$ cat src/common/ssf_pkg.sv
// constants, field positions and carriers for the sync status and output format registers
// assumes a byte-wide register port decoded by the serial control interface
package ssf_pkg;
   localparam logic [7:0] ADDR_STATUS = 8'h14;
   localparam logic [7:0] ADDR_FORMAT = 8'h15;
   localparam logic [7:0] ADDR_LOOP = 8'h16;
   localparam logic [7:0] ADDR_OETEST = 8'h17;
   localparam logic [7:0] ADDR_POLCSC = 8'h18;
   localparam logic [7:0] ADDR_MUX = 8'h19;
   localparam logic [7:0] RST_FORMAT = 8'h04;
   localparam logic [7:0] RST_LOOP = 8'h11;
   localparam logic [7:0] RST_OETEST = 8'h03;
   localparam logic [7:0] RST_POLCSC = 8'h00;
   localparam logic [7:0] RST_MUX = 8'h00;
   localparam logic [7:0] MASK_FORMAT = 8'h6F;
   localparam logic [7:0] MASK_LOOP = 8'h13;
   localparam logic [7:0] MASK_OETEST = 8'h73;
   localparam logic [7:0] MASK_POLCSC = 8'h37;
   // output formatter fields
   localparam int F_SYNC_EN = 0, F_DECIM = 1, F_CHROMA_ORDER = 2, F_CLAMP_REF = 3, F_RANGE = 5;
   // loop and output enable fields
   localparam int L_STARTUP = 0, L_POWERDOWN = 1;
   localparam int O_OUT_EN_N = 0, O_GREEN_SYNC_OUT_ENABLE_N_N = 1, O_TEST_SEL = 4;
   // polarity and converter fields
   localparam int P_CLK_INV = 0, P_SOG_INV = 1, P_FIELD_INV = 2, P_COLOUR_CONVERT_ENABLE = 4, P_BLANK_EN = 5;
   // status bit positions: channel index 0 hsync, 1 vsync, 2 sog, 3 coast
   localparam int S_COAST_POL = 0, S_SOG_ACT = 1, S_VS_POL = 2, S_AVS = 3;
   localparam int S_VS_ACT = 4, S_HS_POL = 5, S_AHS = 6, S_HS_ACT = 7;
   localparam logic [1:0] RANGE_FULL = 2'b00, RANGE_EXT = 2'b01, RANGE_STUDIO = 2'b10;
   localparam logic [9:0] CODE_MIN = 10'h000, CODE_MAX = 10'h3FF;
   localparam logic [9:0] EXT_MIN = 10'h004, EXT_MAX = 10'h3FB;
   localparam logic [9:0] STU_MIN = 10'h040, Y_STU_MAX = 10'h3AC, C_STU_MAX = 10'h3C0;
   localparam logic [9:0] Y_BLANK = 10'h040, C_BLANK = 10'h200;
   localparam logic [2:0] T_FIELD = 3'b000, T_DE = 3'b001, T_REFCLK = 3'b100;
   localparam logic [2:0] T_COAST = 3'b101, T_CLAMP = 3'b110;
   localparam int NUM_DET = 4;
   localparam int SYS_CLOCK_HZ = 10000000;
   localparam int REF_CLOCK_HZ = 6500000;
   // nearest divide that does not run faster than the reference
   localparam int REF_DIV = (SYS_CLOCK_HZ + REF_CLOCK_HZ - 1) / REF_CLOCK_HZ;
   typedef struct packed {
      logic [9:0] y;
      logic [9:0] cb;
      logic [9:0] cr;
   } ssf_pix_t;
   typedef struct packed {
      logic [2:0] sog;
      logic [2:0] red;
      logic [3:0] green;
      logic [2:0] blue;
   } ssf_mux_t;
endpackage

$ cat src/hw/ssf_regs.sv
// sync detect status, output formatter and misc control register group with its datapath
// assumes the serial control interface decodes subaddress, data and one-cycle strobes
// Function
// - report hsync, vsync, sog activity flags
// - report active hsync source, input or sog
// - report active vsync source, input or separator
// - detect hsync, vsync, coast input polarity
// - clamp output codes to selected range
// - clamp reference from trailing or leading edge
// - chroma order applies only in 4:2:2
// - decimation selects 4:4:4 or 4:2:2 output
// - embedded sync only in valid modes, both outputs
// - discrete syncs always driven, never hi-z
// - loop power down bit
// - loop start-up enable bit
// - test output multiplexer select
// - sog output enable, active low
// - main output enable, active low
// - data enable follows active video
// - blank enable forces standard blank level, only while embedded sync is valid
// - colour converter applied or bypassed
// - field polarity invert, also data enable
// - sog output invert, data clock edge
// - analog input selects, green has fourth
// - activity detection on internal reference rate
`timescale 1ns/1ns
module ssf_regs #(
   parameter int ACT_WIN = 65535
) (
   input wire logic clock,
   input wire logic rst,
   input wire logic [7:0] reg_addr,
   input wire logic [7:0] reg_wdata,
   input wire logic reg_write,
   input wire logic reg_read,
   output logic [7:0] reg_rdata,
   input wire logic hsync_in,
   input wire logic vsync_in,
   input wire logic green_sync_in,
   input wire logic coast_in,
   input wire logic sep_vsync_in,
   input wire logic hsync_override,
   input wire logic hsync_select,
   input wire logic vsync_override,
   input wire logic vsync_select,
   input wire logic field_in,
   input wire logic active_video_in,
   input wire logic clamp_pulse_in,
   input wire ssf_pkg::ssf_pix_t pix_in,
   output ssf_pkg::ssf_pix_t pix_out,
   output logic pix_oe,
   output logic output_data_clock,
   output logic hsync_output,
   output logic vsync_output,
   output logic field_output,
   output logic green_sync_output,
   output logic green_sync_oe,
   output logic test_output,
   output logic test_oe,
   output logic clamp_ref_pulse,
   output logic hloop_powerdown,
   output logic hloop_startup_enable,
   output ssf_pkg::ssf_mux_t input_select
);
   // ************************************************************
   // state
   // ************************************************************
   typedef struct packed {
      logic prev;
      logic seen;
      logic [15:0] hi;
      logic [15:0] lo;
   } ssf_det_t;
   typedef struct packed {
      logic [7:0] fmt;
      logic [7:0] loop;
      logic [7:0] oetest;
      logic [7:0] polcsc;
      logic [7:0] mux;
      logic [7:0] rdata;
      logic [3:0] act;
      logic [3:0] pol;
      logic [3:0] ref_cnt;
      logic ref_tick;
      logic ref_clk;
      logic [15:0] win;
      ssf_det_t [ssf_pkg::NUM_DET-1:0] det;
      logic hs_prev;
      logic clamp_pulse;
      logic dclk;
      logic phase;
      logic [1:0] trs;
      ssf_pkg::ssf_pix_t pix;
   } ssf_state_t;

   ssf_state_t st;
   ssf_state_t next_st;

   function automatic logic [9:0] ssf_clip(input logic [11:0] v, input logic [9:0] lo, input logic [9:0] hi);
      if (v[11]) begin
         ssf_clip = lo;
      end else if (v[10:0] < {1'b0, lo}) begin
         ssf_clip = lo;
      end else if (v[10:0] > {1'b0, hi}) begin
         ssf_clip = hi;
      end else begin
         ssf_clip = v[9:0];
      end
   endfunction

   // ************************************************************
   // combinational next state
   // ************************************************************
   logic [3:0] raw;
   logic active_hsync_source;
   logic active_vsync_source;
   logic hs_lvl;
   logic hs_lvl_pol;
   logic [1:0] range_sel;
   logic decim;
   logic embed_ok;
   logic launch;
   logic [9:0] ylo, yhi, clo, chi;
   logic [11:0] cy, ccb, ccr;
   ssf_pkg::ssf_pix_t conv;
   logic [9:0] c_word;
   logic [7:0] status;

   always_comb begin
      next_st = st;
      c_word = 10'h000;
      raw = {coast_in, green_sync_in, vsync_in, hsync_in};
      // automatic choice prefers the discrete input when it is active
      active_hsync_source = hsync_override ? hsync_select : ~st.act[0];
      active_vsync_source = vsync_override ? vsync_select : ~st.act[1];
      status = 8'h00;
      status[ssf_pkg::S_HS_ACT] = st.act[0];
      status[ssf_pkg::S_VS_ACT] = st.act[1];
      status[ssf_pkg::S_SOG_ACT] = st.act[2];
      status[ssf_pkg::S_AHS] = active_hsync_source;
      status[ssf_pkg::S_AVS] = active_vsync_source;
      status[ssf_pkg::S_HS_POL] = st.pol[0];
      status[ssf_pkg::S_VS_POL] = st.pol[1];
      status[ssf_pkg::S_COAST_POL] = st.pol[3];

      // register port; status offset accepts no write
      if (reg_write) begin
         case (reg_addr)
            ssf_pkg::ADDR_FORMAT: next_st.fmt = reg_wdata & ssf_pkg::MASK_FORMAT;
            ssf_pkg::ADDR_LOOP: next_st.loop = reg_wdata & ssf_pkg::MASK_LOOP;
            ssf_pkg::ADDR_OETEST: next_st.oetest = reg_wdata & ssf_pkg::MASK_OETEST;
            ssf_pkg::ADDR_POLCSC: next_st.polcsc = reg_wdata & ssf_pkg::MASK_POLCSC;
            ssf_pkg::ADDR_MUX: next_st.mux = reg_wdata;
            default: next_st.fmt = st.fmt;
         endcase
      end
      if (reg_read) begin
         case (reg_addr)
            ssf_pkg::ADDR_STATUS: next_st.rdata = status;
            ssf_pkg::ADDR_FORMAT: next_st.rdata = st.fmt;
            ssf_pkg::ADDR_LOOP: next_st.rdata = st.loop;
            ssf_pkg::ADDR_OETEST: next_st.rdata = st.oetest;
            ssf_pkg::ADDR_POLCSC: next_st.rdata = st.polcsc;
            ssf_pkg::ADDR_MUX: next_st.rdata = st.mux;
            default: next_st.rdata = 8'h00;
         endcase
      end

      // internal reference rate enable; approximate, like the real one
      next_st.ref_tick = 1'b0;
      if (st.ref_cnt == 4'(ssf_pkg::REF_DIV - 1)) begin
         next_st.ref_cnt = 4'h0;
         next_st.ref_tick = 1'b1;
         next_st.ref_clk = ~st.ref_clk;
      end else begin
         next_st.ref_cnt = st.ref_cnt + 4'h1;
      end

      // activity and polarity: a short high time means an active-high pulse
      if (st.ref_tick) begin
         for (int i = 0; i < ssf_pkg::NUM_DET; i++) begin
            next_st.det[i].prev = raw[i];
            if (raw[i] != st.det[i].prev) begin
               next_st.det[i].seen = 1'b1;
            end
            if (raw[i] && st.det[i].hi != 16'hFFFF) begin
               next_st.det[i].hi = st.det[i].hi + 16'h0001;
            end
            if (!raw[i] && st.det[i].lo != 16'hFFFF) begin
               next_st.det[i].lo = st.det[i].lo + 16'h0001;
            end
         end
         if (st.win == 16'(ACT_WIN - 1)) begin
            next_st.win = 16'h0000;
            for (int i = 0; i < ssf_pkg::NUM_DET; i++) begin
               next_st.act[i] = st.det[i].seen;
               next_st.pol[i] = st.det[i].hi < st.det[i].lo;
               // an edge on the closing tick opens the next window as seen
               next_st.det[i].seen = raw[i] != st.det[i].prev;
               next_st.det[i].hi = 16'h0000;
               next_st.det[i].lo = 16'h0000;
            end
         end else begin
            next_st.win = st.win + 16'h0001;
         end
      end

      // active hsync brought to active-high; sog sync is taken as active low
      hs_lvl_pol = active_hsync_source ? 1'b0 : st.pol[0];
      hs_lvl = (active_hsync_source ? green_sync_in : hsync_in) ~^ hs_lvl_pol;
      next_st.hs_prev = hs_lvl;
      next_st.clamp_pulse = 1'b0;
      if (st.fmt[ssf_pkg::F_CLAMP_REF]) begin
         next_st.clamp_pulse = hs_lvl & ~st.hs_prev;
      end else begin
         next_st.clamp_pulse = ~hs_lvl & st.hs_prev;
      end

      // output data clock at half rate; launch edge chosen by polarity
      next_st.dclk = ~st.dclk;
      launch = (st.dclk == st.polcsc[ssf_pkg::P_CLK_INV]);

      range_sel = st.fmt[ssf_pkg::F_RANGE +: 2];
      decim = st.fmt[ssf_pkg::F_DECIM];
      // embedded sync refused in full range or 4:4:4
      embed_ok = st.fmt[ssf_pkg::F_SYNC_EN] && range_sel != ssf_pkg::RANGE_FULL && decim;
      case (range_sel)
         ssf_pkg::RANGE_EXT: begin
            ylo = ssf_pkg::EXT_MIN;
            yhi = ssf_pkg::EXT_MAX;
            clo = ssf_pkg::EXT_MIN;
            chi = ssf_pkg::EXT_MAX;
         end
         ssf_pkg::RANGE_STUDIO: begin
            ylo = ssf_pkg::STU_MIN;
            yhi = ssf_pkg::Y_STU_MAX;
            clo = ssf_pkg::STU_MIN;
            chi = ssf_pkg::C_STU_MAX;
         end
         default: begin
            ylo = ssf_pkg::CODE_MIN;
            yhi = ssf_pkg::CODE_MAX;
            clo = ssf_pkg::CODE_MIN;
            chi = ssf_pkg::CODE_MAX;
         end
      endcase

      // fixed shift converter: y from g,b,r; chroma as scaled differences
      cy = (12'(pix_in.y) * 12'h002 + 12'(pix_in.cb) + 12'(pix_in.cr)) >> 2;
      ccb = ((12'(pix_in.cb) + 12'h400 - cy) >> 1);
      ccr = ((12'(pix_in.cr) + 12'h400 - cy) >> 1);
      if (st.polcsc[ssf_pkg::P_COLOUR_CONVERT_ENABLE]) begin
         conv.y = ssf_clip(cy, ylo, yhi);
         conv.cb = ssf_clip(ccb, clo, chi);
         conv.cr = ssf_clip(ccr, clo, chi);
      end else begin
         conv.y = ssf_clip(12'(pix_in.y), ylo, yhi);
         conv.cb = ssf_clip(12'(pix_in.cb), clo, chi);
         conv.cr = ssf_clip(12'(pix_in.cr), clo, chi);
      end
      // standard blank level only while embedded syncs are in use
      if (embed_ok && st.polcsc[ssf_pkg::P_BLANK_EN] && !active_video_in) begin
         conv.y = ssf_pkg::Y_BLANK;
         conv.cb = ssf_pkg::C_BLANK;
         conv.cr = ssf_pkg::C_BLANK;
      end

      if (launch) begin
         next_st.phase = ~st.phase;
         if (decim) begin
            // chroma shares the blue bus; order swaps only in this mode
            if (st.phase ^ st.fmt[ssf_pkg::F_CHROMA_ORDER]) begin
               c_word = conv.cr;
            end else begin
               c_word = conv.cb;
            end
            next_st.pix.y = conv.y;
            next_st.pix.cb = c_word;
            next_st.pix.cr = 10'h000;
         end else begin
            next_st.pix = conv;
         end
         // timing reference words on both luma and chroma after sync edge
         if (embed_ok && (st.trs != 2'b00 || (hs_lvl && !st.hs_prev))) begin
            next_st.trs = st.trs + 2'b01;
            case (st.trs)
               2'b00: c_word = ssf_pkg::CODE_MAX;
               2'b11: c_word = {1'b1, field_in, ~active_video_in, 1'b1, 6'h00};
               default: c_word = ssf_pkg::CODE_MIN;
            endcase
            next_st.pix.y = c_word;
            next_st.pix.cb = c_word;
         end
      end else begin
         c_word = 10'h000;
      end
   end

   // ************************************************************
   // registers
   // ************************************************************
   always_ff @(posedge clock) begin
      if (rst) begin
         st <= '0;
         st.fmt <= ssf_pkg::RST_FORMAT;
         st.loop <= ssf_pkg::RST_LOOP;
         st.oetest <= ssf_pkg::RST_OETEST;
         st.polcsc <= ssf_pkg::RST_POLCSC;
         st.mux <= ssf_pkg::RST_MUX;
      end else begin
         st <= next_st;
      end
   end

   // ************************************************************
   // outputs
   // ************************************************************
   function automatic logic [3:0] ssf_onehot(input logic [1:0] code, input logic four);
      ssf_onehot = 4'h0;
      if (code != 2'b11 || four) begin
         ssf_onehot[code] = 1'b1;
      end
   endfunction

   logic [3:0] sel_sog, sel_red, sel_blue;
   logic field_pol;
   logic [2:0] tsel;

   assign reg_rdata = st.rdata;
   assign pix_out = st.pix;
   assign output_data_clock = st.dclk;
   assign pix_oe = ~st.oetest[ssf_pkg::O_OUT_EN_N];
   // discrete syncs always drive, not gated by the main enable or any other
   assign hsync_output = hs_lvl;
   assign vsync_output = active_vsync_source ? sep_vsync_in : vsync_in;
   assign field_pol = st.polcsc[ssf_pkg::P_FIELD_INV];
   assign field_output = field_in ^ field_pol;
   assign green_sync_output = green_sync_in ^ st.polcsc[ssf_pkg::P_SOG_INV];
   assign green_sync_oe = ~st.oetest[ssf_pkg::O_GREEN_SYNC_OUT_ENABLE_N_N];
   assign clamp_ref_pulse = st.clamp_pulse;
   assign hloop_powerdown = st.loop[ssf_pkg::L_POWERDOWN];
   assign hloop_startup_enable = st.loop[ssf_pkg::L_STARTUP];
   assign tsel = st.oetest[ssf_pkg::O_TEST_SEL +: 3];

   always_comb begin
      test_oe = 1'b1;
      case (tsel)
         ssf_pkg::T_FIELD: test_output = field_in ^ field_pol;
         ssf_pkg::T_DE: test_output = active_video_in ^ field_pol;
         ssf_pkg::T_REFCLK: test_output = st.ref_clk;
         ssf_pkg::T_COAST: test_output = coast_in;
         ssf_pkg::T_CLAMP: test_output = clamp_pulse_in;
         default: begin
            // reserved codes float like the high-impedance code
            test_output = 1'b0;
            test_oe = 1'b0;
         end
      endcase
   end

   // reserved code leaves the channel unconnected rather than guessing
   assign sel_sog = ssf_onehot(st.mux[7:6], 1'b0);
   assign sel_red = ssf_onehot(st.mux[5:4], 1'b0);
   assign sel_blue = ssf_onehot(st.mux[1:0], 1'b0);
   assign input_select.sog = sel_sog[2:0];
   assign input_select.red = sel_red[2:0];
   assign input_select.green = ssf_onehot(st.mux[3:2], 1'b1);
   assign input_select.blue = sel_blue[2:0];
endmodule // ssf_regs

$ cat config.mk
export PLATFORM = sky130hd
export DESIGN_NAME = ssf_regs
export DESIGN_NICKNAME = d
export VERILOG_FILES = /design/src/common/ssf_pkg.sv /design/src/hw/ssf_regs.sv
export SDC_FILE = /design/constraint.sdc
export NUM_CORES = 1
export LEC_CHECK = 0
export ABC_AREA = 1
export BUFFER_PORTS_ARGS = -buffer_cell sky130_fd_sc_hd__buf_4
export CORE_ASPECT_RATIO = 0.8
export CORE_MARGIN = 1.5
export CORE_UTILIZATION = 55
export DETAILED_ROUTE_END_ITERATION = 8
export GPL_TIMING_DRIVEN = 0
export PLACE_DENSITY = 0.74
export SLEW_MARGIN = 5
export SYNTH_ARGS = -nofsm -noshare
export SYNTH_HDL_FRONTEND = slang
export SYNTH_SLANG_ARGS = --single-unit
export TNS_END_PERCENT = 10
$ cat constraint.sdc
create_clock -name clock -period 5.46 [get_ports clock]
set_input_delay 0.546 -clock clock [delete_from_list [all_inputs] [get_ports clock]]
set_output_delay 0.546 -clock clock [all_outputs]
set_load 0.02 [all_outputs]
==> qor.yml <==
grt.total_usage_pct: 31.9
final_common_cell: "nand2_1"
crit_path_start_kind: "primary input"
post-route-period-util_pct: 94.4
area_growth_pct: 14.7
dominantRegCellSynth: "dfxtp_1"
clkTransAtPathRegs_ns: 0.07
slowest_stage: "fa_1"
whs_ns: 0.293
worstHoldStart: "reg_wdata[5]"
ys_ff_latch: 201
max_freq_mhz: 194
async_flop_share_pct: 0
nFillCells: 2314
worstMarginPinSlew_ns: 0.941
ys_types: 69
grt_max_degree: 27
drive_gt1_share_pct: 15.1
io_pins: 125
fp.dieArea_um2: 26900
numClockSinks: 201
path_class: "in2reg"
routed_wl_um: 43300
postSynthCellCount: 2033
cp-end-kind: "register"
grt_pass1_wl_um: 67700
layout_common_cells: "nand2_1 (387), inv_1 (279), a21oi_1 (208), dfxtp_1 (201), nor2_1 (164)"
final-setup-viol-count: 0
cts_tree: "built"
leakagePower_nw: 7.34
syn_area_um2: 14300
clock_path_buffers: 3
die_h_um: 147
synth_edf_count: 0
yosysTopAreaCellShare_pct: 28.2
core_um2: 25400
routedWlPerCell_um: 17.2
r2r_start: "range_sel[0]"
vias: 14300
synth.yosys.seq_area_share_pct: 28.2
hp-class: "in2reg"
io_buffers: 123
dieWidth_um: 183
hpwl_um: 34400
drt_iter0_markers: 1622
startpoint: "pix_in[1]"
postRouteAntennaNets: 0
diodes: 0
power_density_nw_per_um2: 283
fin_util_pct: 64.4
timing.final.max_slew_violations: 0
ir_drop_v: 0.000217
nNetsFinal: 2378
crit_fanout: 6
crit_required_ns: 5.88
status: "finished clean"
viasPerCell: 5.69
grt_pass1_vias: 13000
overflow: 0
cp_common_cell: "nand2_1"
cts_hold_buffers: 0
drv_cap: 0
synth_top_cells_by_area: "dfxtp_1 (28%), ha_1 (11%), nand2_1 (10%), inv_1 (7.4%), a21oi_1 (7.3%)"
synth_nets: 2232
cts_root_buffer: "clkbuf_16"
h-tree-depth: 1
fin_crit_ns: 5.15
fin_skew_ns: 0.0408
synth_top_area_cell: "dfxtp_1"
gp_congestion: 0.954
clock_latency_ns: 0.53
initial_core_util_pct: 56.2
cpPeakStageDelay_ns: 0.61
firstDrtPassIters: 6
numCtsBuffers: 20
drc: 0
yosysWarningCount: 0
antenna_found_initial: 0
total_power_mw: 4.63
syn_area_per_cell_um2: 7.01
rows: 52
cp.arrival_ns: 5.57
finalHoldViolations: 0
slew_headroom_pct: 37.3
[repair_timing]
item,in CTS,in global routing
buffers inserted,0,1
gates resized for setup,0,16
endpoints found under the setup margin,0,12
[worst paths after layout]
kind	endpoint	slack, ns	cells past startpoint
max	pix_out[11]	0.31	31
min	st[231]	0.29	3
max reg2reg	pix_out[13]	0.82	18
min reg2reg	st[136]	0.46	2
[stage by stage]
stage	instance area (um2)	instances	setup WS (ns)	setup TNS, ns
6_report	16400	2517	0.305	0
5_1_grt	16400	2517	-0.00279	-0.00570
4_1_cts	16300	2516	0.0295	0
3_5_place_dp	15600	2480	-0.482	-3.97
3_3_place_gp	15600	2480	-0.351	-2.45
2_1_floorplan	14300	2033	0.746	0
[flip-flops by register name, summed over array words and instances (netlist names)]
| register | flops |
|---|---|
| clamp_ref_pulse | 1 |
| decim | 1 |
| field_pol | 1 |
| hloop_powerdown | 1 |
| hloop_startup_enable | 1 |
| output_data_clock | 1 |
| pix_out | 30 |
| range_sel | 2 |
| reg_rdata | 8 |
| st | 155 |
[power breakdown]
part | leakage [nW] | internal (mW) | switching (mW) | total [mW]
Sequential | 1.63 | 1.50 | 0.0269 | 1.53
Clock | 0.336 | 0.843 | 0.618 | 1.46
Combinational | 5.37 | 0.577 | 1.06 | 1.64
[layout make-up]
class	count	area, um2	share of cell area [%]
Multi-Input combinational cell	1464	8770	53.6
Sequential cell	201	4020	24.6
Inverter	295	1110	6.80
Timing Repair Buffer	124	931	5.69
Clock buffer	27	577	3.53
Buffer	73	422	2.58
Tap cell	324	405	2.48
Clock inverter	9	115	0.704
[worst max-delay path: cells and delay by family]
family                   cells  cell delay [ns]
AND/OR/NAND/NOR             18             2.13
adder cells (fa/ha/maj)      4             1.69
buffers and inverters        5             0.55
AO/OA/AOI/OAI                3             0.49
XOR/XNOR                     1             0.15
[synth_stat cells, types with 3 or more instances]
library cell	instances
nand3_1	90
nor2_1	165
a21oi_4	3
fa_1	12
buf_4	38
a21oi_2	7
xnor2_1	10
nand4_1	25
a221oi_1	6
xor2_1	16
a21o_1	3
nand3_4	3
a31oi_1	7
inv_2	8
o21a_1	7
dfxtp_1	201
nor3_1	56
buf_2	4
o31ai_1	3
o21bai_1	4
a21oi_1	209
inv_1	282
a211oi_1	12
or2_2	3
or2_1	3
a2111oi_0	3
nand4_4	3
o21ai_0	147
clkinv_1	4
nand3_2	16
o22ai_1	9
nor4_1	14
nand2_2	22
clkbuf_1	31
nand2_4	11
nand3b_1	4
o211ai_1	8
nor2_2	11
o21ai_1	5
nor3_2	3
nand2_1	390
o221ai_1	4
ha_1	125
nor2_4	11
[cell families after synthesis]
kind of cell             synth area share (%)
AO/OA/AOI/OAI                            18.2
XOR/XNOR                                 1.60
adder cells (fa/ha/maj)                  12.7
buffers and inverters                    10.7
flip-flops                               28.2
multiplexers                           0.0790
AND/OR/NAND/NOR                          28.5
[layer usage]
| layer | up-vias | wire (um) | track usage [%] |
|---|---|---|---|
| met2 | 591 | 17000 | 44.3 |
| met1 | 6634 | 20700 | 49.3 |
| met3 | 60 | 4660 | 7.26 |
| met5 | - | 0 | 0 |
| li1 | 7045 | - | - |
| met4 | 0 | 877 | 6.80 |
Note: power is estimated with default switching activity, not from simulation.
